**config.mk**
```make
export PLATFORM = sky130hd
export DESIGN_NAME = dma_request_source_select
export DESIGN_NICKNAME = d
export VERILOG_FILES = /design/src/dma_reqsel_pkg.sv /design/src/dma_source_mux.sv /design/src/dma_request_source_select.sv
export SDC_FILE = /design/constraint.sdc
export NUM_CORES = 1
export LEC_CHECK = 0
export ABC_CLOCK_PERIOD_IN_PS = 5400
export CAP_MARGIN = 10
export CORE_UTILIZATION = 60
export CTS_CLUSTER_SIZE = 16
export DETAILED_ROUTE_END_ITERATION = 12
export DONT_BUFFER_PORTS = 1
export GPL_ROUTABILITY_DRIVEN = 1
export PLACE_DENSITY = 0.84
export SKIP_CTS_REPAIR_TIMING = 1
export SYNTH_ARGS = -nofsm -noshare
export SYNTH_HDL_FRONTEND = slang
export SYNTH_SLANG_ARGS = --single-unit
```
**constraint.sdc**
```tcl
create_clock -name core_clk_in -period 5.4 [get_ports core_clk_in]
set_clock_uncertainty 0.1 [all_clocks]
set_input_delay 0 -clock core_clk_in [delete_from_list [all_inputs] [get_ports core_clk_in]]
set_output_delay 0 -clock core_clk_in [all_outputs]
set_load 0.1 [all_outputs]
```
**src/dma_reqsel_pkg.sv**
```systemverilog
// Package for the DMA request-source selector: register map, field layout,
// selector codes and the request bundle carried between the blocks.
// Assumes a single core clock domain and a plain strobe-style register port.
package dma_reqsel_pkg;

   // ----------------------------------------------------------------------
   // Register map
   // ----------------------------------------------------------------------
   localparam logic [11:0] CHAN0_TO_3_REQUEST_SELECT_OFFSET = 12'h480;
   localparam logic [11:0] CHAN4_REQUEST_SELECT_OFFSET      = 12'h484;
   localparam logic [31:0] CHAN0_TO_3_REQUEST_SELECT_RESET  = 32'h00000000;
   localparam logic [31:0] CHAN4_REQUEST_SELECT_RESET       = 32'h00000000;

   // ----------------------------------------------------------------------
   // Field layout
   // ----------------------------------------------------------------------
   localparam int CODE_WIDTH  = 6;
   localparam int CHAN0_LSB   = 0;
   localparam int CHAN1_LSB   = 8;
   localparam int CHAN2_LSB   = 16;
   localparam int CHAN3_LSB   = 24;
   localparam int CHAN4_LSB   = 0;
   localparam int NUM_CHANNELS = 5;
   localparam int NUM_SOURCES  = 30;

   // ----------------------------------------------------------------------
   // Selector codes
   // ----------------------------------------------------------------------
   localparam logic [5:0] CODE_DISABLED    = 6'h00;
   localparam logic [5:0] CODE_SERIAL_BASE = 6'h04;
   localparam logic [5:0] CODE_SERIAL_LAST = 6'h09;
   localparam logic [5:0] CODE_SPI_BASE    = 6'h10;
   localparam logic [5:0] CODE_SPI_LAST    = 6'h13;
   localparam logic [5:0] CODE_ADC         = 6'h14;
   localparam logic [5:0] CODE_PWM_BASE    = 6'h15;
   localparam logic [5:0] CODE_PWM_LAST    = 6'h1A;
   localparam logic [5:0] CODE_I2C_BASE    = 6'h1C;
   localparam logic [5:0] CODE_I2C_LAST    = 6'h1F;
   localparam logic [5:0] CODE_TIMER_BASE  = 6'h20;
   localparam logic [5:0] CODE_TIMER_LAST  = 6'h23;

   // All peripheral request lines, one bit each.
   typedef struct packed {
      logic serial_a_tx_request;
      logic serial_a_rx_request;
      logic serial_b_tx_request;
      logic serial_b_rx_request;
      logic serial_c_tx_request;
      logic serial_c_rx_request;
      logic spi_a_tx_request;
      logic spi_a_rx_request;
      logic spi_b_tx_request;
      logic spi_b_rx_request;
      logic adc_rx_request;
      logic pwm_a_pair1_capture_request;
      logic pwm_a_pair2_capture_request;
      logic pwm_a_pair3_capture_request;
      logic pwm_b_pair1_capture_request;
      logic pwm_b_pair2_capture_request;
      logic pwm_b_pair3_capture_request;
      logic i2c_a_tx_request;
      logic i2c_a_rx_request;
      logic i2c_b_tx_request;
      logic i2c_b_rx_request;
      logic timer_a_event_request;
      logic timer_b_event_request;
      logic timer_c_event_request;
      logic timer_d_event_request;
   } periph_requests_s;

   // Register port carried as one bundle.
   typedef struct packed {
      logic [11:0] addr;
      logic [31:0] wdata;
      logic        write;
      logic        read;
   } reg_access_s;

endpackage : dma_reqsel_pkg

```
**src/dma_source_mux.sv**
```systemverilog
// One channel's request multiplexer: picks the request named by a selector
// code, or nothing for code 0 and reserved codes.
// Assumes the requests are synchronised to the core clock.
module dma_source_mux
   import dma_reqsel_pkg::*;
(
   // Selection
   input  wire logic [5:0]       code_in,
   input  wire logic             mem_to_mem_in,
   // Requests
   input  wire periph_requests_s requests_in,
   output logic                  request_out,
   output logic                  selected_out
);

   // ----------------------------------------------------------------------
   // Decode
   // ----------------------------------------------------------------------
   always_comb begin
      request_out  = 1'b0;
      selected_out = 1'b1;
      case (code_in)
         6'h04: request_out = requests_in.serial_a_tx_request;
         6'h05: request_out = requests_in.serial_a_rx_request;
         6'h06: request_out = requests_in.serial_b_tx_request;
         6'h07: request_out = requests_in.serial_b_rx_request;
         6'h08: request_out = requests_in.serial_c_tx_request;
         6'h09: request_out = requests_in.serial_c_rx_request;
         6'h10: request_out = requests_in.spi_a_tx_request;
         6'h11: request_out = requests_in.spi_a_rx_request;
         6'h12: request_out = requests_in.spi_b_tx_request;
         6'h13: request_out = requests_in.spi_b_rx_request;
         CODE_ADC: request_out = requests_in.adc_rx_request;
         6'h15: request_out = requests_in.pwm_a_pair1_capture_request;
         6'h16: request_out = requests_in.pwm_a_pair2_capture_request;
         6'h17: request_out = requests_in.pwm_a_pair3_capture_request;
         6'h18: request_out = requests_in.pwm_b_pair1_capture_request;
         6'h19: request_out = requests_in.pwm_b_pair2_capture_request;
         6'h1A: request_out = requests_in.pwm_b_pair3_capture_request;
         6'h1C: request_out = requests_in.i2c_a_tx_request;
         6'h1D: request_out = requests_in.i2c_a_rx_request;
         6'h1E: request_out = requests_in.i2c_b_tx_request;
         6'h1F: request_out = requests_in.i2c_b_rx_request;
         6'h20: request_out = requests_in.timer_a_event_request;
         6'h21: request_out = requests_in.timer_b_event_request;
         6'h22: request_out = requests_in.timer_c_event_request;
         6'h23: request_out = requests_in.timer_d_event_request;
         default: begin
            request_out  = 1'b0;
            selected_out = 1'b0;
         end
      endcase
      // A memory-to-memory channel neither needs nor looks at a request.
      if (mem_to_mem_in) begin
         request_out  = 1'b0;
         selected_out = 1'b0;
      end
   end

endmodule : dma_source_mux

```
**src/dma_request_source_select.sv**
```systemverilog
// Request-source selector of a five-channel peripheral DMA controller:
// selector registers, per-channel routing and a source-conflict flag.
// Assumes peripheral requests arrive from outside the core clock domain and
// that the channel engine gives a memory-to-memory flag per channel.

// Notes on behaviour
// - Channel 0 has a 6-bit selector at bits 5:0 and code 0 routes no request.
// - Codes 4 to 9 route serial a, b and c transmit then receive requests.
// - Codes 16 to 19 route spi a transmit, a receive, b transmit, b receive.
// - Code 20 routes the converter result request.
// - Codes 21 to 26 route the capture requests of pairs 1 to 3 of pwm a then pwm b.
// - Codes 28 to 31 route i2c a transmit, a receive, b transmit, b receive.
// - Codes 32 to 35 route the events of timers a to d.
// - A memory-to-memory channel ignores its selector and needs no request.
// - Channels 1 to 3 have selectors at bits 13:8, 21:16 and 29:24.
// - Channel 4 has its selector at bits 5:0 of a second register.
module dma_request_source_select
   import dma_reqsel_pkg::*;
(
   // Clock and reset
   input  wire logic                    core_clk_in,
   input  wire logic                    reset_n_in,
   // Register port
   input  wire logic [11:0]             reg_addr_in,
   input  wire logic [31:0]             reg_wdata_in,
   input  wire logic                    reg_write_in,
   input  wire logic                    reg_read_in,
   output logic      [31:0]             reg_rdata_out,
   // Peripheral requests and channel engine
   input  wire periph_requests_s        requests_in,
   input  wire logic [NUM_CHANNELS-1:0] mem_to_mem_in,
   output logic      [NUM_CHANNELS-1:0] channel_request_out,
   output logic      [NUM_CHANNELS-1:0] channel_selected_out,
   output logic                         source_conflict_out
);

   // ----------------------------------------------------------------------
   // Storage
   // ----------------------------------------------------------------------
   logic [5:0]             source_code [NUM_CHANNELS];
   periph_requests_s       request_meta;
   periph_requests_s       request_sync;
   logic [NUM_CHANNELS-1:0] next_request;
   logic [NUM_CHANNELS-1:0] next_selected;
   logic                   next_conflict;

   function automatic logic [5:0] field_of(input logic [31:0] word, input int lsb);
      field_of = word[lsb +: CODE_WIDTH];
   endfunction : field_of

   // ----------------------------------------------------------------------
   // Register writes
   // ----------------------------------------------------------------------
   always_ff @(posedge core_clk_in or negedge reset_n_in) begin
      if (!reset_n_in) begin
         source_code[0] <= CHAN0_TO_3_REQUEST_SELECT_RESET[CHAN0_LSB +: CODE_WIDTH];
         source_code[1] <= CHAN0_TO_3_REQUEST_SELECT_RESET[CHAN1_LSB +: CODE_WIDTH];
         source_code[2] <= CHAN0_TO_3_REQUEST_SELECT_RESET[CHAN2_LSB +: CODE_WIDTH];
         source_code[3] <= CHAN0_TO_3_REQUEST_SELECT_RESET[CHAN3_LSB +: CODE_WIDTH];
         source_code[4] <= CHAN4_REQUEST_SELECT_RESET[CHAN4_LSB +: CODE_WIDTH];
      end else if (reg_write_in) begin
         if (reg_addr_in == CHAN0_TO_3_REQUEST_SELECT_OFFSET) begin
            source_code[0] <= field_of(reg_wdata_in, CHAN0_LSB);
            source_code[1] <= field_of(reg_wdata_in, CHAN1_LSB);
            source_code[2] <= field_of(reg_wdata_in, CHAN2_LSB);
            source_code[3] <= field_of(reg_wdata_in, CHAN3_LSB);
         end
         if (reg_addr_in == CHAN4_REQUEST_SELECT_OFFSET) begin
            source_code[4] <= field_of(reg_wdata_in, CHAN4_LSB);
         end
      end
   end

   // ----------------------------------------------------------------------
   // Register reads
   // ----------------------------------------------------------------------
   // Reserved bits and unmapped addresses read as zero.
   always_ff @(posedge core_clk_in or negedge reset_n_in) begin
      if (!reset_n_in) begin
         reg_rdata_out <= 32'h00000000;
      end else if (reg_read_in) begin
         case (reg_addr_in)
            CHAN0_TO_3_REQUEST_SELECT_OFFSET:
               reg_rdata_out <= {2'h0, source_code[3], 2'h0, source_code[2],
                                 2'h0, source_code[1], 2'h0, source_code[0]};
            CHAN4_REQUEST_SELECT_OFFSET:
               reg_rdata_out <= {26'h0000000, source_code[4]};
            default:
               reg_rdata_out <= 32'h00000000;
         endcase
      end else begin
         reg_rdata_out <= 32'h00000000;
      end
   end

   // ----------------------------------------------------------------------
   // Request synchroniser
   // ----------------------------------------------------------------------
   always_ff @(posedge core_clk_in or negedge reset_n_in) begin
      if (!reset_n_in) begin
         request_meta <= '0;
         request_sync <= '0;
      end else begin
         request_meta <= requests_in;
         request_sync <= request_meta;
      end
   end

   // ----------------------------------------------------------------------
   // Per-channel routing
   // ----------------------------------------------------------------------
   for (genvar ch = 0; ch < NUM_CHANNELS; ch++) begin : g_chan
      dma_source_mux u_mux (
         .code_in       (source_code[ch]),
         .mem_to_mem_in (mem_to_mem_in[ch]),
         .requests_in   (request_sync),
         .request_out   (next_request[ch]),
         .selected_out  (next_selected[ch])
      );
   end

   // Two live channels naming one source break the software contract; flag it
   // so the fault is visible rather than silently double-serving a request.
   always_comb begin
      next_conflict = 1'b0;
      for (int i = 0; i < NUM_CHANNELS; i++) begin
         for (int j = i + 1; j < NUM_CHANNELS; j++) begin
            if (next_selected[i] && next_selected[j] &&
                source_code[i] == source_code[j]) begin
               next_conflict = 1'b1;
            end
         end
      end
   end

   always_ff @(posedge core_clk_in or negedge reset_n_in) begin
      if (!reset_n_in) begin
         channel_request_out  <= '0;
         channel_selected_out <= '0;
         source_conflict_out  <= 1'b0;
      end else begin
         channel_request_out  <= next_request;
         channel_selected_out <= next_selected;
         source_conflict_out  <= next_conflict;
      end
   end

   // ----------------------------------------------------------------------
   // Checks
   // ----------------------------------------------------------------------
   a_disabled_quiet: assert property (@(posedge core_clk_in) disable iff (!reset_n_in)
      (source_code[0] == CODE_DISABLED) |=> !channel_request_out[0])
      else $error("channel 0 requests with code zero");

   a_serial_route: assert property (@(posedge core_clk_in) disable iff (!reset_n_in)
      (source_code[1] == 6'h05 && !mem_to_mem_in[1]) |=>
      channel_request_out[1] == $past(request_sync.serial_a_rx_request))
      else $error("serial route wrong");

   a_spi_route: assert property (@(posedge core_clk_in) disable iff (!reset_n_in)
      (source_code[2] == 6'h12 && !mem_to_mem_in[2]) |=>
      channel_request_out[2] == $past(request_sync.spi_b_tx_request))
      else $error("spi route wrong");

   a_adc_route: assert property (@(posedge core_clk_in) disable iff (!reset_n_in)
      (source_code[0] == CODE_ADC && !mem_to_mem_in[0]) |=>
      channel_request_out[0] == $past(request_sync.adc_rx_request))
      else $error("adc route wrong");

   a_pwm_route: assert property (@(posedge core_clk_in) disable iff (!reset_n_in)
      (source_code[3] == 6'h18 && !mem_to_mem_in[3]) |=>
      channel_request_out[3] == $past(request_sync.pwm_b_pair1_capture_request))
      else $error("pwm route wrong");

   a_i2c_route: assert property (@(posedge core_clk_in) disable iff (!reset_n_in)
      (source_code[4] == 6'h1D && !mem_to_mem_in[4]) |=>
      channel_request_out[4] == $past(request_sync.i2c_a_rx_request))
      else $error("i2c route wrong");

   a_timer_route: assert property (@(posedge core_clk_in) disable iff (!reset_n_in)
      (source_code[0] == 6'h23 && !mem_to_mem_in[0]) |=>
      channel_request_out[0] == $past(request_sync.timer_d_event_request))
      else $error("timer route wrong");

   a_reserved_quiet: assert property (@(posedge core_clk_in) disable iff (!reset_n_in)
      (source_code[1] == 6'h1B || source_code[1] > CODE_TIMER_LAST) |=>
      !channel_request_out[1] && !channel_selected_out[1])
      else $error("reserved code routes a request");

   a_memcopy_ignore: assert property (@(posedge core_clk_in) disable iff (!reset_n_in)
      mem_to_mem_in[2] |=> !channel_request_out[2] && !channel_selected_out[2])
      else $error("memory copy channel routed");

   a_field_store: assert property (@(posedge core_clk_in) disable iff (!reset_n_in)
      (reg_write_in && reg_addr_in == CHAN0_TO_3_REQUEST_SELECT_OFFSET) |=>
      source_code[2] == $past(reg_wdata_in[21:16]))
      else $error("channel 2 field not stored");

   a_chan4_read: assert property (@(posedge core_clk_in) disable iff (!reset_n_in)
      (reg_read_in && reg_addr_in == CHAN4_REQUEST_SELECT_OFFSET) |=>
      reg_rdata_out == {26'h0000000, $past(source_code[4])})
      else $error("channel 4 readback wrong");

endmodule : dma_request_source_select

```
==> results.json <==
{
  "initial_utilization": 0.626,
  "path_cells": "and2_1, a21oi_1, o211ai_1, nor4_1, o31ai_1, o2111ai_1",
  "drc": 0,
  "synth_edf_count": 0,
  "io_pins": 121,
  "grt_pass1_vias": 4109,
  "cts_num_sinks": 115,
  "synth_top_area_frac": 0.466,
  "setup_tns_ps": 0,
  "ys.warnings.count": 0,
  "worst-path-buf-inv": 0,
  "numPortBuffers": 0,
  "met2_usage": 0.454,
  "syn_area_mm2": 0.00618,
  "leakagePower_nw": 3.28,
  "synthCells": 529,
  "crit_required_ps": 5700,
  "fp-row-count": 36,
  "met1_usage": 0.351,
  "worst_slack_ps": 2950,
  "synth_fa_ha_area_frac": 0,
  "dieArea_mm2": 0.0107,
  "ir_worst_vdd_uv": 309,
  "cp-end-kind": "flop",
  "hold_slack_ps": -46.1,
  "die_x_um": 103,
  "timing.rr.start": "source_code[19]",
  "slew_headroom": 0.400,
  "violations": "negative hold slack",
  "placed_area_mm2": 0.00599,
  "synth_xor_area_frac": 0.0850,
  "layoutNonFillerInstCount": 749,
  "fin_nets": 681,
  "seq_area_mm2": 0.00288,
  "nFillCells": 562,
  "ys_ff_latch": 115,
  "multi_input_area_mm2": 0.00292,
  "cts_buffer_depth": 2,
  "final_common_cell": "dfrtp_1",
  "root_buffer": "clkbuf_8",
  "async_reset_ff_frac": 1.00,
  "synth_top_family_by_area": "multiplexers",
  "synth_flop_cell": "dfrtp_1",
  "diodes": 0,
  "grt_first_pass_wirelength_um": 22000,
  "period_minus_slack_ps": 2450,
  "setup_viol": 0,
  "cts.clk_slew.worst_paths_ps": 60,
  "synth-compound-area-share": 0.0804,
  "drt_first_pass_iters": 6,
  "path_max_fanout": 18,
  "cp_top_family": "compound AO/OA/AOI/OAI gates",
  "synth.area.top_cells": "dfrtp_1 47%, mux4_2 6.2%, xnor2_1 5.7%",
  "gr-max-usage-layer": "met2",
  "wl_per_cell_um": 21.6,
  "layout-drive-gt1-share": 0.153,
  "core-area_mm2": 0.00986,
  "postSynthAreaPerCell_um2": 11.7,
  "cts_tree": "yes",
  "most-common-layout-cells": "115 x dfrtp_1, 110 x dlygate4sd3_1, 40 x xnor2_1",
  "utilization": 0.778,
  "synthMuxAreaShare": 0.167,
  "critPathMaxStageDelay_ps": 850,
  "status": "finished with violations",
  "holdCritPathClass": "in -> async",
  "power_density_mw_per_mm2": 272,
  "clk_latency_ps": 540,
  "start_kind": "flop",
  "fp.dieH_um": 103,
  "viasPerCell": 6.16,
  "hold_viol_final": 40,
  "grt_max_degree": 116,
  "tightest_slew_ps": 901,
  "yosys.area.top_type": "dfrtp_1",
  "grt_use_met3": 0.0927,
  "critPathKind": "reg -> reg",
  "routed_wl_um": 16200,
  "drtIter0Drc": 382,
  "drv_cap": 0,
  "areaGrowthSynthToFinish_pct": 24.2,
  "synthSimpleGateAreaFrac": 0.135,
  "fmax_ghz": 0.407,
  "arrival_ps": 2750,
  "antenna_found_initial": 0,
  "cts_max_level": 4,
  "cts-buffers-inserted": 17,
  "gp_congestion": 0.886,
  "place_inst": 606,
  "crit_start": "source_code[19]",
  "pre_cts_ws_ps": 3040,
  "finalCritPeriodShare": 0.455,
  "via_count": 4611,
  "fin_area_mm2": 0.00767,
  "drv_slew": 0,
  "slowest_stage": "dfrtp_1",
  "rsz0062_at_grt": "false",
  "yosysSeqAreaShare": 0.466,
  "detail-route-antenna-nets": 0,
  "gr-total-overflow": 0,
  "grtUsageTotal": 0.290,
  "synth_cell_types": 65,
  "hpwl_um": 9020
}
## through the flow
stage	total power, mW	hold WS, ps
global route	2.15	28.6
CTS	2.02	-971
finish	2.09	-46.1
floorplan	0.979	-396
detailed placement	0.986	-394
global placement	0.983	-393
## logic make-up (layout without fill, tap and decap cells)
logic type | Yosys count | after routing
other cells | 1 | 8
simple gates | 139 | 139
compound gates | 73 | 73
mux | 70 | 70
xor+xnor | 60 | 60
buf+inv | 71 | 151
flops | 115 | 115
## layer usage
layer  part of all wire  vias to the layer above
li1                   -                     2010
met1               0.37                     2277
met2               0.52                      263
met3              0.073                       61
met4              0.035                        0
met5                  0                        -
## final timing paths
check	end	slack [ps]	depth (start not counted)
min in group core_clk_in	channel_selected_out[0]	70	2
max in group asynchronous	reg_rdata_out[26]	4780	2
min reg2reg	request_sync[6]	250	0
min	reg_rdata_out[0]	-50	2
max	source_conflict_out	2950	6
max reg2reg	source_conflict_out	2950	6
## synthesized netlist by cell type (all sizes together), types with 5 or more instances
master and instances:
xor2 20, nand3 9, mux2 33, o211ai 5
and2 17, xnor2 40, o21ai 14, nand4b 5
a21oi 15, dfrtp 115, a31oi 10, nand3b 5
nor2b 7, buf 60, nor3 20, mux4 17
nor4 8, nand4 9, nor2 19, mux2i 20
inv 8, nand2 22, nor3b 5
## state kept, by name, summed over array words and instances (netlist names)
| register | count |
|---|---|
| source_code | 30 |
| request_meta | 25 |
| request_sync | 25 |
| reg_rdata_out | 24 |
| channel_request_out | 5 |
| channel_selected_out | 5 |
| source_conflict_out | 1 |
## worst reg2reg max path, cell delays in order (launching register included)
cell       delay (ps)
dfrtp_1           850
and2_1            320
a21oi_1            90
o211ai_1          390
nor4_1            120
o31ai_1           300
o2111ai_1         150
## power breakdown
group	internal (mW)	leakage (nW)	switching (mW)
registers	0.882	1.49	0.0296
logic	0.0670	1.53	0.0679
clock network	0.614	0.262	0.427
total	1.56	3.28	0.525
## area by class of cell
type                            count  share of cell area
Clock buffer                       18              0.0545
Clock inverter                     14              0.0173
Inverter                            8             0.00391
Multi-Input combinational cell    350               0.380
Sequential cell                   115               0.375
Tap cell                          133              0.0217
Timing Repair Buffer              111               0.147
No activity file was read; power rests on OpenSTA's default activity.
